<file path="src/hw/scc_pkg.sv">
// constants and types shared by the serial channel core
package scc_pkg;
  // register offsets on the plain register port
  localparam logic [3:0] SCC_ADDR_DATA   = 4'h0;
  localparam logic [3:0] SCC_ADDR_CTRL   = 4'h1;
  localparam logic [3:0] SCC_ADDR_MODE0  = 4'h2;
  localparam logic [3:0] SCC_ADDR_MODE2  = 4'h3;
  localparam logic [3:0] SCC_ADDR_BAUD   = 4'h4;
  localparam logic [3:0] SCC_ADDR_FRAC   = 4'h5;
  localparam logic [3:0] SCC_ADDR_STATUS = 4'h6;
  // serial_control field positions
  localparam int SCC_CTRL_DIR   = 0;
  localparam int SCC_CTRL_EDGE  = 1;
  localparam int SCC_CTRL_NINTH = 2;
  // serial_mode_0 field positions
  localparam int SCC_M0_SRC_LO  = 0;
  localparam int SCC_M0_UART    = 2;
  localparam int SCC_M0_NINE    = 3;
  localparam int SCC_M0_WAKE    = 4;
  localparam int SCC_M0_HSHK    = 5;
  localparam int SCC_M0_TB8     = 6;
  // serial_mode_2 field positions
  localparam int SCC_M2_DBUF    = 0;
  localparam int SCC_M2_FULL    = 1;
  localparam int SCC_M2_OVR     = 2;
  // baud_gen_control field positions
  localparam int SCC_BG_DIV_LO  = 0;
  localparam int SCC_BG_FRAC_EN = 4;
  // reset values
  localparam logic [7:0] SCC_CTRL_RST  = 8'h00;
  localparam logic [7:0] SCC_MODE0_RST = 8'h04;
  localparam logic [7:0] SCC_MODE2_RST = 8'h00;
  localparam logic [7:0] SCC_BAUD_RST  = 8'h00;
  localparam logic [7:0] SCC_FRAC_RST  = 8'h00;
  // timing counts
  localparam int SCC_OVS          = 16;
  localparam int SCC_TMR_HALVES   = 2;
  localparam logic [3:0] SCC_SMP_A = 4'h6;
  localparam logic [3:0] SCC_SMP_B = 4'h7;
  localparam logic [3:0] SCC_SMP_C = 4'h8;
  localparam logic [3:0] SCC_OVS_LAST = 4'hf;
  // oversampling sources
  localparam logic [1:0] SCC_SRC_BRG  = 2'h0;
  localparam logic [1:0] SCC_SRC_HALF = 2'h1;
  localparam logic [1:0] SCC_SRC_TMR  = 2'h2;
  localparam logic [1:0] SCC_SRC_EXT  = 2'h3;
  typedef enum logic [1:0] {SCC_TX_IDLE, SCC_TX_WAIT, SCC_TX_SEND} scc_tx_e;
endpackage

</file>
<file path="src/hw/scc_baud_gen.sv">
// baud rate generator with integer and fractional division
`timescale 1ns/1ps
module scc_baud_gen
  import scc_pkg::*;
(
  input  wire logic       mclk,
  input  wire logic       rst,
  input  wire logic       tick_in,
  input  wire logic [3:0] integer_divisor,
  input  wire logic [3:0] fraction_value,
  input  wire logic       fractional_div_enable,
  output logic            tick_out
);
  logic [4:0] cnt_q;
  logic [4:0] acc_q;
  logic [4:0] limit;
  logic       extra;
  logic [4:0] acc_sum;

  always_comb
  begin
    // zero divisor means sixteen
    limit   = (integer_divisor == 4'h0) ? 5'd16 : {1'b0, integer_divisor};
    // (16-k)/16 remainder accumulates; one extra input tick per overflow
    acc_sum = acc_q + 5'(5'd16 - {1'b0, fraction_value});
    extra   = fractional_div_enable && fraction_value != 4'h0 && acc_sum >= 5'd16;
  end

  always_ff @(posedge mclk)
  begin
    if (rst)
    begin
      cnt_q    <= 5'd0;
      acc_q    <= 5'd0;
      tick_out <= 1'b0;
    end
    else
    begin
      tick_out <= 1'b0;
      if (tick_in)
      begin
        if (cnt_q + 5'd1 >= limit + {4'd0, extra} || cnt_q >= limit)
        begin
          cnt_q    <= 5'd0;
          tick_out <= 1'b1;
          if (fractional_div_enable)
            acc_q <= extra ? 5'(acc_sum - 5'd16) : acc_sum;
        end
        else
          cnt_q <= cnt_q + 5'd1;
      end
    end
  end
endmodule

</file>
<file path="src/hw/scc_core.sv">
// serial channel core: uart and clocked i/o transfer, receive double buffer
//
// The register addresses and strobed register access are this design's own decisions.
`timescale 1ns/1ps
module scc_core
  import scc_pkg::*;
(
  input  wire logic       mclk,
  input  wire logic       rst,
  input  wire logic [3:0] addr,
  input  wire logic [7:0] wdata,
  input  wire logic       wr,
  input  wire logic       rd,
  output logic      [7:0] rdata,
  input  wire logic       prescaler_tick,
  input  wire logic       timer_trigger,
  input  wire logic       receive_pin,
  output logic            transmit_pin,
  input  wire logic       serial_clock_pin_i,
  output logic            serial_clock_pin_o,
  output logic            serial_clock_pin_oe,
  input  wire logic       clear_to_send_input,
  output logic            receive_interrupt,
  output logic            transmit_interrupt
);
  // ----------------------------------------
  // registers
  // ----------------------------------------
  logic [7:0] serial_control_q;
  logic [7:0] serial_mode_0_q;
  logic [7:0] serial_mode_2_q;
  logic [7:0] baud_gen_control_q;
  logic [7:0] baud_fraction_reg_q;
  logic       full_q, ovr_q, rb8_q, shift_full_q;
  logic [7:0] hold_q, rx_sh_q;
  logic [7:0] tx_data_q;
  logic       tx_b8_q;
  logic       tx_pend_q;

  logic clock_direction, clock_edge_select, uart_mode, nine_bit, wakeup_enable;
  logic handshake_enable, double_buffer_enable;
  logic [1:0] oversample_source_select;
  assign clock_direction          = serial_control_q[SCC_CTRL_DIR];
  assign clock_edge_select        = serial_control_q[SCC_CTRL_EDGE];
  assign oversample_source_select = serial_mode_0_q[SCC_M0_SRC_LO +: 2];
  assign uart_mode                = serial_mode_0_q[SCC_M0_UART];
  assign nine_bit                 = serial_mode_0_q[SCC_M0_NINE];
  assign wakeup_enable            = serial_mode_0_q[SCC_M0_WAKE];
  assign handshake_enable         = serial_mode_0_q[SCC_M0_HSHK];
  assign double_buffer_enable     = serial_mode_2_q[SCC_M2_DBUF];

  logic wr_data, rd_data;
  assign wr_data = wr && addr == SCC_ADDR_DATA;
  assign rd_data = rd && addr == SCC_ADDR_DATA;

  always_ff @(posedge mclk)
  begin
    if (rst)
    begin
      serial_control_q    <= SCC_CTRL_RST;
      serial_mode_0_q     <= SCC_MODE0_RST;
      serial_mode_2_q     <= SCC_MODE2_RST;
      baud_gen_control_q  <= SCC_BAUD_RST;
      baud_fraction_reg_q <= SCC_FRAC_RST;
    end
    else if (wr)
    begin
      case (addr)
        SCC_ADDR_CTRL:  serial_control_q    <= wdata;
        SCC_ADDR_MODE0: serial_mode_0_q     <= wdata;
        SCC_ADDR_MODE2: serial_mode_2_q     <= wdata;
        SCC_ADDR_BAUD:  baud_gen_control_q  <= wdata;
        SCC_ADDR_FRAC:  baud_fraction_reg_q <= wdata;
        default:        ;
      endcase
    end
  end

  // ----------------------------------------
  // pin synchronisers and clock edges
  // ----------------------------------------
  logic [2:0] sck_q, rxp_q, cts_q;
  logic       sck_st_q, rx_st_q, cts_st_q;
  always_ff @(posedge mclk)
  begin
    if (rst)
    begin
      sck_q    <= 3'h7;
      rxp_q    <= 3'h7;
      cts_q    <= 3'h0;
      sck_st_q <= 1'b1;
      rx_st_q  <= 1'b1;
      cts_st_q <= 1'b0;
    end
    else
    begin
      sck_q <= {sck_q[1:0], serial_clock_pin_i};
      rxp_q <= {rxp_q[1:0], receive_pin};
      cts_q <= {cts_q[1:0], clear_to_send_input};
      if (sck_q[1] == sck_q[2])
        sck_st_q <= sck_q[2];
      if (rxp_q[1] == rxp_q[2])
        rx_st_q <= rxp_q[2];
      if (cts_q[1] == cts_q[2])
        cts_st_q <= cts_q[2];
    end
  end
  logic sck_d_q;
  always_ff @(posedge mclk)
  begin
    if (rst)
      sck_d_q <= 1'b1;
    else
      sck_d_q <= sck_st_q;
  end
  logic ext_rise, ext_fall, ext_edge;
  assign ext_rise = sck_st_q && !sck_d_q;
  assign ext_fall = !sck_st_q && sck_d_q;
  assign ext_edge = clock_edge_select ? ext_fall : ext_rise;

  // ----------------------------------------
  // clock sources
  // ----------------------------------------
  logic brg_tick, half_q, tmr_half_q, ovs_tick;
  scc_baud_gen u_brg (
    .mclk                  (mclk),
    .rst                   (rst),
    .tick_in               (prescaler_tick),
    .integer_divisor       (baud_gen_control_q[SCC_BG_DIV_LO +: 4]),
    .fraction_value        (baud_fraction_reg_q[3:0]),
    .fractional_div_enable (baud_gen_control_q[SCC_BG_FRAC_EN] && uart_mode),
    .tick_out              (brg_tick)
  );
  always_ff @(posedge mclk)
  begin
    if (rst)
    begin
      half_q     <= 1'b0;
      tmr_half_q <= 1'b0;
    end
    else
    begin
      half_q <= !half_q;
      // trigger pulses pair up so the rate is compare x 2 x 16
      if (timer_trigger)
        tmr_half_q <= !tmr_half_q;
    end
  end
  always_comb
  begin
    case (oversample_source_select)
      SCC_SRC_BRG:  ovs_tick = brg_tick;
      SCC_SRC_HALF: ovs_tick = half_q;
      SCC_SRC_TMR:  ovs_tick = timer_trigger && tmr_half_q && uart_mode;
      SCC_SRC_EXT:  ovs_tick = ext_rise;
      default:      ovs_tick = 1'b0;
    endcase
  end

  // driven shift clock: generator output halved
  logic sclk_q, clk_run;
  logic io_out, io_rise, io_fall, io_tick;
  assign io_out = !uart_mode && !clock_direction;
  always_ff @(posedge mclk)
  begin
    if (rst)
      sclk_q <= 1'b1;
    else if (!io_out)
      sclk_q <= 1'b1;
    else if (brg_tick && (clk_run || !sclk_q))
      sclk_q <= !sclk_q;
  end
  assign io_fall = io_out && brg_tick && sclk_q && clk_run;
  assign io_rise = io_out && brg_tick && !sclk_q;
  assign serial_clock_pin_o  = sclk_q;
  assign serial_clock_pin_oe = io_out;
  // shift edge: rising of driven clock or chosen external edge
  assign io_tick = io_out ? io_rise : (!uart_mode && ext_edge);

  // ----------------------------------------
  // receiver
  // ----------------------------------------
  logic [3:0] rx_cnt_q;
  logic [3:0] rx_bits_q;
  logic [2:0] vote_q;
  logic       rx_busy_q, rx_done;
  logic       maj;
  logic [3:0] frame_bits;
  assign frame_bits = nine_bit ? 4'd10 : 4'd9;
  assign maj = (vote_q[0] & vote_q[1]) | (vote_q[0] & rx_st_q) | (vote_q[1] & rx_st_q);
  logic       frame_ninth;
  logic [7:0] frame_data;
  logic       rx_ninth_q;

  always_ff @(posedge mclk)
  begin
    if (rst)
    begin
      rx_cnt_q   <= 4'h0;
      rx_bits_q  <= 4'h0;
      vote_q     <= 3'h0;
      rx_busy_q  <= 1'b0;
      rx_sh_q    <= 8'h00;
      rx_ninth_q <= 1'b0;
    end
    else if (uart_mode)
    begin
      if (ovs_tick)
      begin
        if (!rx_busy_q)
        begin
          rx_cnt_q <= 4'h0;
          if (!rx_st_q)
            rx_busy_q <= 1'b1; // candidate start edge
        end
        else
        begin
          rx_cnt_q <= rx_cnt_q + 4'h1;
          if (rx_cnt_q == SCC_SMP_A)
            vote_q[0] <= rx_st_q;
          if (rx_cnt_q == SCC_SMP_B)
            vote_q[1] <= rx_st_q;
          if (rx_cnt_q == SCC_SMP_C)
          begin
            if (rx_bits_q == 4'h0 && maj)
              rx_busy_q <= 1'b0; // false start rejected
            else if (rx_bits_q == frame_bits)
            begin
              rx_busy_q <= 1'b0;
              rx_bits_q <= 4'h0;
            end
            else
            begin
              rx_bits_q <= rx_bits_q + 4'h1;
              if (rx_bits_q != 4'h0)
              begin
                if (nine_bit && rx_bits_q == 4'd9)
                  rx_ninth_q <= maj;
                else
                  rx_sh_q <= {maj, rx_sh_q[7:1]};
              end
            end
          end
        end
      end
    end
    else
    begin
      rx_busy_q <= 1'b0;
      rx_cnt_q  <= 4'h0;
      if (io_tick && !(io_out && shift_full_q))
      begin
        rx_sh_q   <= {rx_st_q, rx_sh_q[7:1]};
        rx_bits_q <= (rx_bits_q == 4'd7) ? 4'h0 : rx_bits_q + 4'h1;
      end
    end
  end
  // stop-bit centre completes a uart frame; eighth shift an io frame
  assign rx_done = uart_mode ? (ovs_tick && rx_busy_q && rx_cnt_q == SCC_SMP_C
                                && rx_bits_q == frame_bits)
                             : (io_tick && !(io_out && shift_full_q) && rx_bits_q == 4'd7);
  assign frame_data  = uart_mode ? rx_sh_q : {rx_st_q, rx_sh_q[7:1]};
  assign frame_ninth = rx_ninth_q; // parity or data msb

  // ----------------------------------------
  // receive buffers and flags
  // ----------------------------------------
  logic single_io, move_up, rx_irq_ok;
  assign single_io = io_out && !double_buffer_enable;
  assign move_up   = io_out && double_buffer_enable && rd_data && shift_full_q;
  assign rx_irq_ok = !(uart_mode && nine_bit && wakeup_enable) || frame_ninth;
  logic [7:0] shift_keep_q;
  always_ff @(posedge mclk)
  begin
    if (rst)
    begin
      hold_q            <= 8'h00;
      rb8_q             <= 1'b0;
      full_q            <= 1'b0;
      ovr_q             <= 1'b0;
      shift_full_q      <= 1'b0;
      shift_keep_q      <= 8'h00;
      receive_interrupt <= 1'b0;
    end
    else
    begin
      receive_interrupt <= 1'b0;
      if (rd && addr == SCC_ADDR_MODE2)
        ovr_q <= 1'b0;
      if (rd_data)
        full_q <= 1'b0;
      if (single_io && rd_data)
        shift_full_q <= 1'b0; // restarts the clock
      if (move_up)
      begin
        hold_q            <= shift_keep_q;
        full_q            <= 1'b1;
        shift_full_q      <= 1'b0;
        receive_interrupt <= 1'b1;
      end
      if (rx_done)
      begin
        if (single_io)
        begin
          shift_keep_q      <= frame_data;
          shift_full_q      <= 1'b1;
          receive_interrupt <= 1'b1;
        end
        else if (io_out && full_q && !rd_data)
        begin
          shift_keep_q <= frame_data;
          shift_full_q <= 1'b1;
        end
        else if (full_q && !rd_data)
          ovr_q <= 1'b1; // shift data dropped, buffer kept
        else
        begin
          hold_q            <= frame_data;
          rb8_q             <= frame_ninth;
          full_q            <= 1'b1;
          receive_interrupt <= rx_irq_ok;
        end
      end
    end
  end
  assign clk_run = !shift_full_q;

  // ----------------------------------------
  // transmitter
  // ----------------------------------------
  logic [3:0] tx_cnt_q;
  logic       tx_bit_clk;
  logic [10:0] tx_sh_q;
  logic [3:0] tx_left_q;
  scc_tx_e    tx_st_q;
  logic       cts_hold;
  assign cts_hold = handshake_enable && cts_st_q;
  assign tx_bit_clk = ovs_tick && tx_cnt_q == SCC_OVS_LAST;

  always_ff @(posedge mclk)
  begin
    if (rst)
      tx_cnt_q <= 4'h0;
    else if (ovs_tick)
      tx_cnt_q <= tx_cnt_q + 4'h1;
  end

  always_ff @(posedge mclk)
  begin
    if (rst)
    begin
      tx_st_q            <= SCC_TX_IDLE;
      tx_sh_q            <= 11'h7ff;
      tx_left_q          <= 4'h0;
      tx_data_q          <= 8'h00;
      tx_b8_q            <= 1'b0;
      tx_pend_q          <= 1'b0;
      transmit_interrupt <= 1'b0;
      transmit_pin       <= 1'b1;
    end
    else
    begin
      transmit_interrupt <= 1'b0;
      if (wr_data)
      begin
        tx_data_q <= wdata; // kept while held off
        tx_b8_q   <= serial_mode_0_q[SCC_M0_TB8];
        tx_pend_q <= 1'b1;
      end
      case (tx_st_q)
        SCC_TX_IDLE:
        begin
          transmit_pin <= 1'b1;
          if (tx_pend_q)
            tx_st_q <= SCC_TX_WAIT;
        end
        SCC_TX_WAIT:
        begin
          if (uart_mode && tx_bit_clk && !cts_hold)
          begin
            transmit_pin <= 1'b0;
            tx_sh_q   <= nine_bit ? {2'b11, tx_b8_q, tx_data_q} : {3'b111, tx_data_q};
            tx_left_q <= nine_bit ? 4'd10 : 4'd9;
            tx_pend_q <= 1'b0;
            tx_st_q   <= SCC_TX_SEND;
          end
          else if (!uart_mode)
          begin
            tx_sh_q   <= {3'b111, tx_data_q};
            tx_left_q <= 4'd8;
            tx_pend_q <= 1'b0;
            tx_st_q   <= SCC_TX_SEND;
          end
        end
        SCC_TX_SEND:
        begin
          if (uart_mode ? tx_bit_clk : io_tick)
          begin
            if (tx_left_q == 4'h0)
            begin
              transmit_pin       <= 1'b1;
              transmit_interrupt <= 1'b1; // raised even when held off
              tx_st_q            <= SCC_TX_IDLE; // frame finished first
            end
            else
            begin
              transmit_pin <= tx_sh_q[0];
              tx_sh_q      <= {1'b1, tx_sh_q[10:1]};
              tx_left_q    <= tx_left_q - 4'h1;
            end
          end
        end
        default: tx_st_q <= SCC_TX_IDLE;
      endcase
    end
  end

  // ----------------------------------------
  // read port
  // ----------------------------------------
  always_ff @(posedge mclk)
  begin
    if (rst)
      rdata <= 8'h00;
    else if (rd)
    begin
      case (addr)
        SCC_ADDR_DATA:   rdata <= single_io ? shift_keep_q : hold_q;
        SCC_ADDR_CTRL:   rdata <= {serial_control_q[7:3], rb8_q, serial_control_q[1:0]};
        SCC_ADDR_MODE0:  rdata <= serial_mode_0_q;
        SCC_ADDR_MODE2:  rdata <= {serial_mode_2_q[7:3], ovr_q, full_q, serial_mode_2_q[0]};
        SCC_ADDR_BAUD:   rdata <= baud_gen_control_q;
        SCC_ADDR_FRAC:   rdata <= baud_fraction_reg_q;
        SCC_ADDR_STATUS: rdata <= {4'h0, shift_full_q, tx_pend_q, tx_st_q};
        default:         rdata <= 8'h00;
      endcase
    end
    else
      rdata <= 8'h00;
  end
endmodule

</file>
<file path="config.mk">
export PLATFORM = sky130hd
export DESIGN_NAME = scc_core
export DESIGN_NICKNAME = d
export VERILOG_FILES = /design/src/hw/scc_pkg.sv /design/src/hw/scc_baud_gen.sv /design/src/hw/scc_core.sv
export SDC_FILE = /design/constraint.sdc
export NUM_CORES = 1
export LEC_CHECK = 0
export BUFFER_PORTS_ARGS = -buffer_cell sky130_fd_sc_hd__buf_2
export CAP_MARGIN = 20
export CORE_UTILIZATION = 30
export DETAILED_ROUTE_END_ITERATION = 10
export GPL_TIMING_DRIVEN = 0
export HOLD_SLACK_MARGIN = 0.06
export PLACE_DENSITY = 0.5
export SYNTH_ARGS = -nofsm -noshare
export SYNTH_HDL_FRONTEND = slang
export SYNTH_HIERARCHICAL = 1
export SYNTH_SLANG_ARGS = --single-unit
</file>
<file path="constraint.sdc">
create_clock -name mclk -period 3.4 [get_ports mclk]
set_input_delay 0.85 -clock mclk [delete_from_list [all_inputs] [get_ports mclk]]
set_output_delay 0.85 -clock mclk [all_outputs]
set_load 0.005 [all_outputs]
</file>
==> out/metrics.csv <==
metric;value;unit
status;finished with violations;
violations;negative setup slack;
critical_path.slowest_cell;dfxtp_4;
maxSlewViolCount;0;
synth_nets;852;
grt_overflow_total;0;
start_util;0.310;
peakVddDrop;0.326;mV
cts_root_buf;clkbuf_16;
power_density;448;nW/um2
cts.sinks;144;
p_int;0.00291;W
areaGrowthSynthToFinish;20.0;%
dr_total_vias;5910;
clock.fmax;293;MHz
antennaDiodeCount;0;
synthTopCellsByArea;dfxtp_1 41%, mux2i_1 7.2%, ha_1 5.1%;
ys_async_sr_fraction;0;
die-width;156;um
clk_pin_slew_worst_paths;0.06;ns
end_kind;flop;
crit_start;baud_fraction_reg_q[3];
critPathKind;flop to flop;
grt_pass1_wl;32.2;mm
dpl_cell_area;7680;um2
final_nets;909;
syn_area_per_cell;8.83;um2
fin_util;0.371;
max_slew.worst_pin.slew;0.833;ns
timing.rr.start;baud_fraction_reg_q[3];
final_area;8490;um2
numCtsBuffers;17;
synth_area_leader_cell;dfxtp_1;
combPwrFrac;0.059;
synth_edf_count;0;
fin_ws;-0.0113;ns
ios;34;
postRouteAntennaNets;0;
finalSetupViolations;1;
drive_above_1_share;0.177;
reg2reg_depth;18;
drc;0;
synth_top_area_share;0.408;
hold_path_class;flop to flop;
crit_path_end;u_brg/acc_q[4];
finalSetupTns;-0.0113;ns
skew;0.00807;ns
p_clk_frac;0.488;
grt_pass1_vias;5758;
synth.most_common_cell;dfxtp_1;
p_sw;0.000890;W
critPathMaxStageDelay;0.35;ns
row_count;55;
synth.yosys.warnings;6;
clk_latency;0.42;ns
die_h;156;um
worst_r2r_endpoint;u_brg/acc_q[4];
cp_max_fo;5;
arrival;3.74;ns
hold_buffers;0;
die_area;24200;um2
wirelength;19.9;mm
cap_violations;0;
drt_iter0_markers;375;
fin_crit_sh;1.00;
pwr-share-seq;0.452;
avgRoutedWirePerCell;16.8;um
cp_cell_sequence;inv_2 -> ha_4 -> ha_4 -> nand3_4 -> and3_4 -> nor2_4 -> xnor2_2 -> nor2_2 -> ha_2 -> ha_4 -> xnor2_2 -> ha_1 -> buf_4 -> a31oi_4 -> buf_4 -> nor3b_4 -> nor2_1 -> o32ai_1;
grt_max_degree;20;
slew_headroom;0.442;
avgViaCountPerCell;4.99;
clk_path_buf_depth;2;
final_hold_viol_count;0;
yosysSeqAreaShare;0.408;
required;3.73;ns
leakage;3.27;nW
first_pass_iters;6;
rsz0062_at_grt;true;
worst-r2r-setup-slack;-0.01;ns
syn_inst;801;
startpoint_type;flop;
synth_seq_cells;144;
synthTopCellsByCount;144 x dfxtp_1, 85 x nor2_1, 82 x nand2_1, 65 x a21oi_1, 51 x mux2i_1;
antenna_found_initial;0;
syn_area;7070;um2
synth_cell_types;77;
place_congestion;0.807;
grt_use_total;0.173;
finalPower;0.00380;W
io_buffers;30;
core;22800;um2
dpl.hpwl;14.3;mm
cts_tree;built;
cp_common_cell;ha_4;
fin_crit;3.41;ns
htree_levels;4;
synthFlopType;dfxtp_1;
switching_share;0.234;
==> worst max-delay path: cells and delay by family (launching register included) <==
| family | cells | cell delay [ns] |
|---|---|---|
| xor gates and xnor gates | 2 | 0.25 |
| adders and majority gates | 5 | 1.23 |
| AOI/OAI and AO/OA | 2 | 0.31 |
| DFF | 1 | 0.35 |
| buffers and inverters | 3 | 0.31 |
| and+or+nand+nor | 6 | 0.87 |
==> layout make-up <==
cell class | instances | area [um2]
buffer | 49 | 219
clock buffer | 21 | 470
clock inverter | 11 | 113
fill | 2405 | 14400
inverter | 25 | 93.8
multi-input combinational | 582 | 4090
sequential | 144 | 2900
tap | 313 | 392
timing repair buffer | 39 | 215
==> power by group through the flow <==
stage                     logic, W  registers (W)  clock network [W]
after floorplan           0.000129        0.00175                  0
after global placement    0.000206        0.00176                  0
after detailed placement  0.000206        0.00176                  0
after CTS                 0.000223        0.00172            0.00189
after global routing      0.000246        0.00172            0.00197
final                     0.000226        0.00172            0.00186
==> sequential cells by signal, summed over array words and instances (netlist names), 4 cells and up <==
name / count
rx_cnt_q: 4
baud_gen_control_q: 8
tx_left_q: 4
tx_cnt_q: 4
hold_q: 8
tx_data_q: 8
rdata: 8
rx_sh_q: 8
serial_mode_2_q: 6
rx_bits_q: 4
baud_fraction_reg_q: 8
serial_control_q: 7
tx_sh_q: 9
u_brg/acc_q: 5
u_brg/cnt_q: 5
serial_mode_0_q: 8
shift_keep_q: 8
==> per-layer routing <==
metal  part of all wire  global-route usage
met1               0.49               0.234
met2               0.46               0.276
met3              0.038              0.0358
met4              0.013              0.0542
met5                  0                   0
==> per-stage QoR <==
step	hold WS [ns]	instances	setup WS, ns
CTS	0.411	1183	-0.0972
global placement	0.393	1144	-1.17
floorplan	0.389	801	0.0433
finish	0.409	1184	-0.0113
detailed placement	0.398	1145	-1.17
global route	0.424	1184	-0.208
==> timing repair <==
item / 4_1_cts / 5_1_grt
setup buffers: 7 / 1
resized for setup: 29 / 11
hold endpoints to repair: 0 / 0
pin swaps: 15 / 11
endpoints found under the setup margin: 11 / 11
cloned: 0 / 0
==> worst min-delay path by stage <==
stage                        start  endpoint  slack, ns  cells past startpoint
final                     sck_q[0]  sck_q[1]       0.41                      1
after global routing      sck_q[0]  sck_q[1]       0.42                      1
after CTS                 sck_q[0]  sck_q[1]       0.41                      1
after detailed placement  sck_q[0]  sck_q[1]       0.40                      1
after global placement    sck_q[0]  sck_q[1]       0.39                      1
after floorplan           rxp_q[0]  rxp_q[1]       0.39                      1
==> logic make-up after synthesis <==
family / share of synthesized area
AOI/OAI and AO/OA: 0.157
xor gates and xnor gates: 0.0198
adders and majority gates: 0.0557
buffers and inverters: 0.0433
DFF: 0.408
muxes: 0.109
and+or+nand+nor: 0.207
==> placed cells by master (no fill, tap or decap), types with 4 or more instances in the layout <==
master,Yosys,routed
clkbuf_1,39,39
mux2i_1,51,51
nor2b_1,11,11
a22o_1,5,5
dfxtp_1,144,140
clkinv_2,0,6
a21oi_1,65,63
nand2_1,82,81
a221oi_1,7,7
inv_1,25,24
nor2_1,85,83
nor3_1,15,13
a222oi_1,4,4
xor2_1,6,6
a211oi_1,15,15
buf_4,3,11
nand4_1,6,6
o21ai_0,14,12
nand3b_1,6,6
or2_2,7,7
buf_2,4,34
nand2b_1,11,11
a31oi_1,6,5
and2_1,5,4
mux2_2,23,23
clkbuf_16,0,17
a211o_1,9,9
ha_4,0,6
xnor2_1,10,8
nand3_1,40,39
ha_1,29,21
No activity file was read; power rests on OpenSTA's default activity.
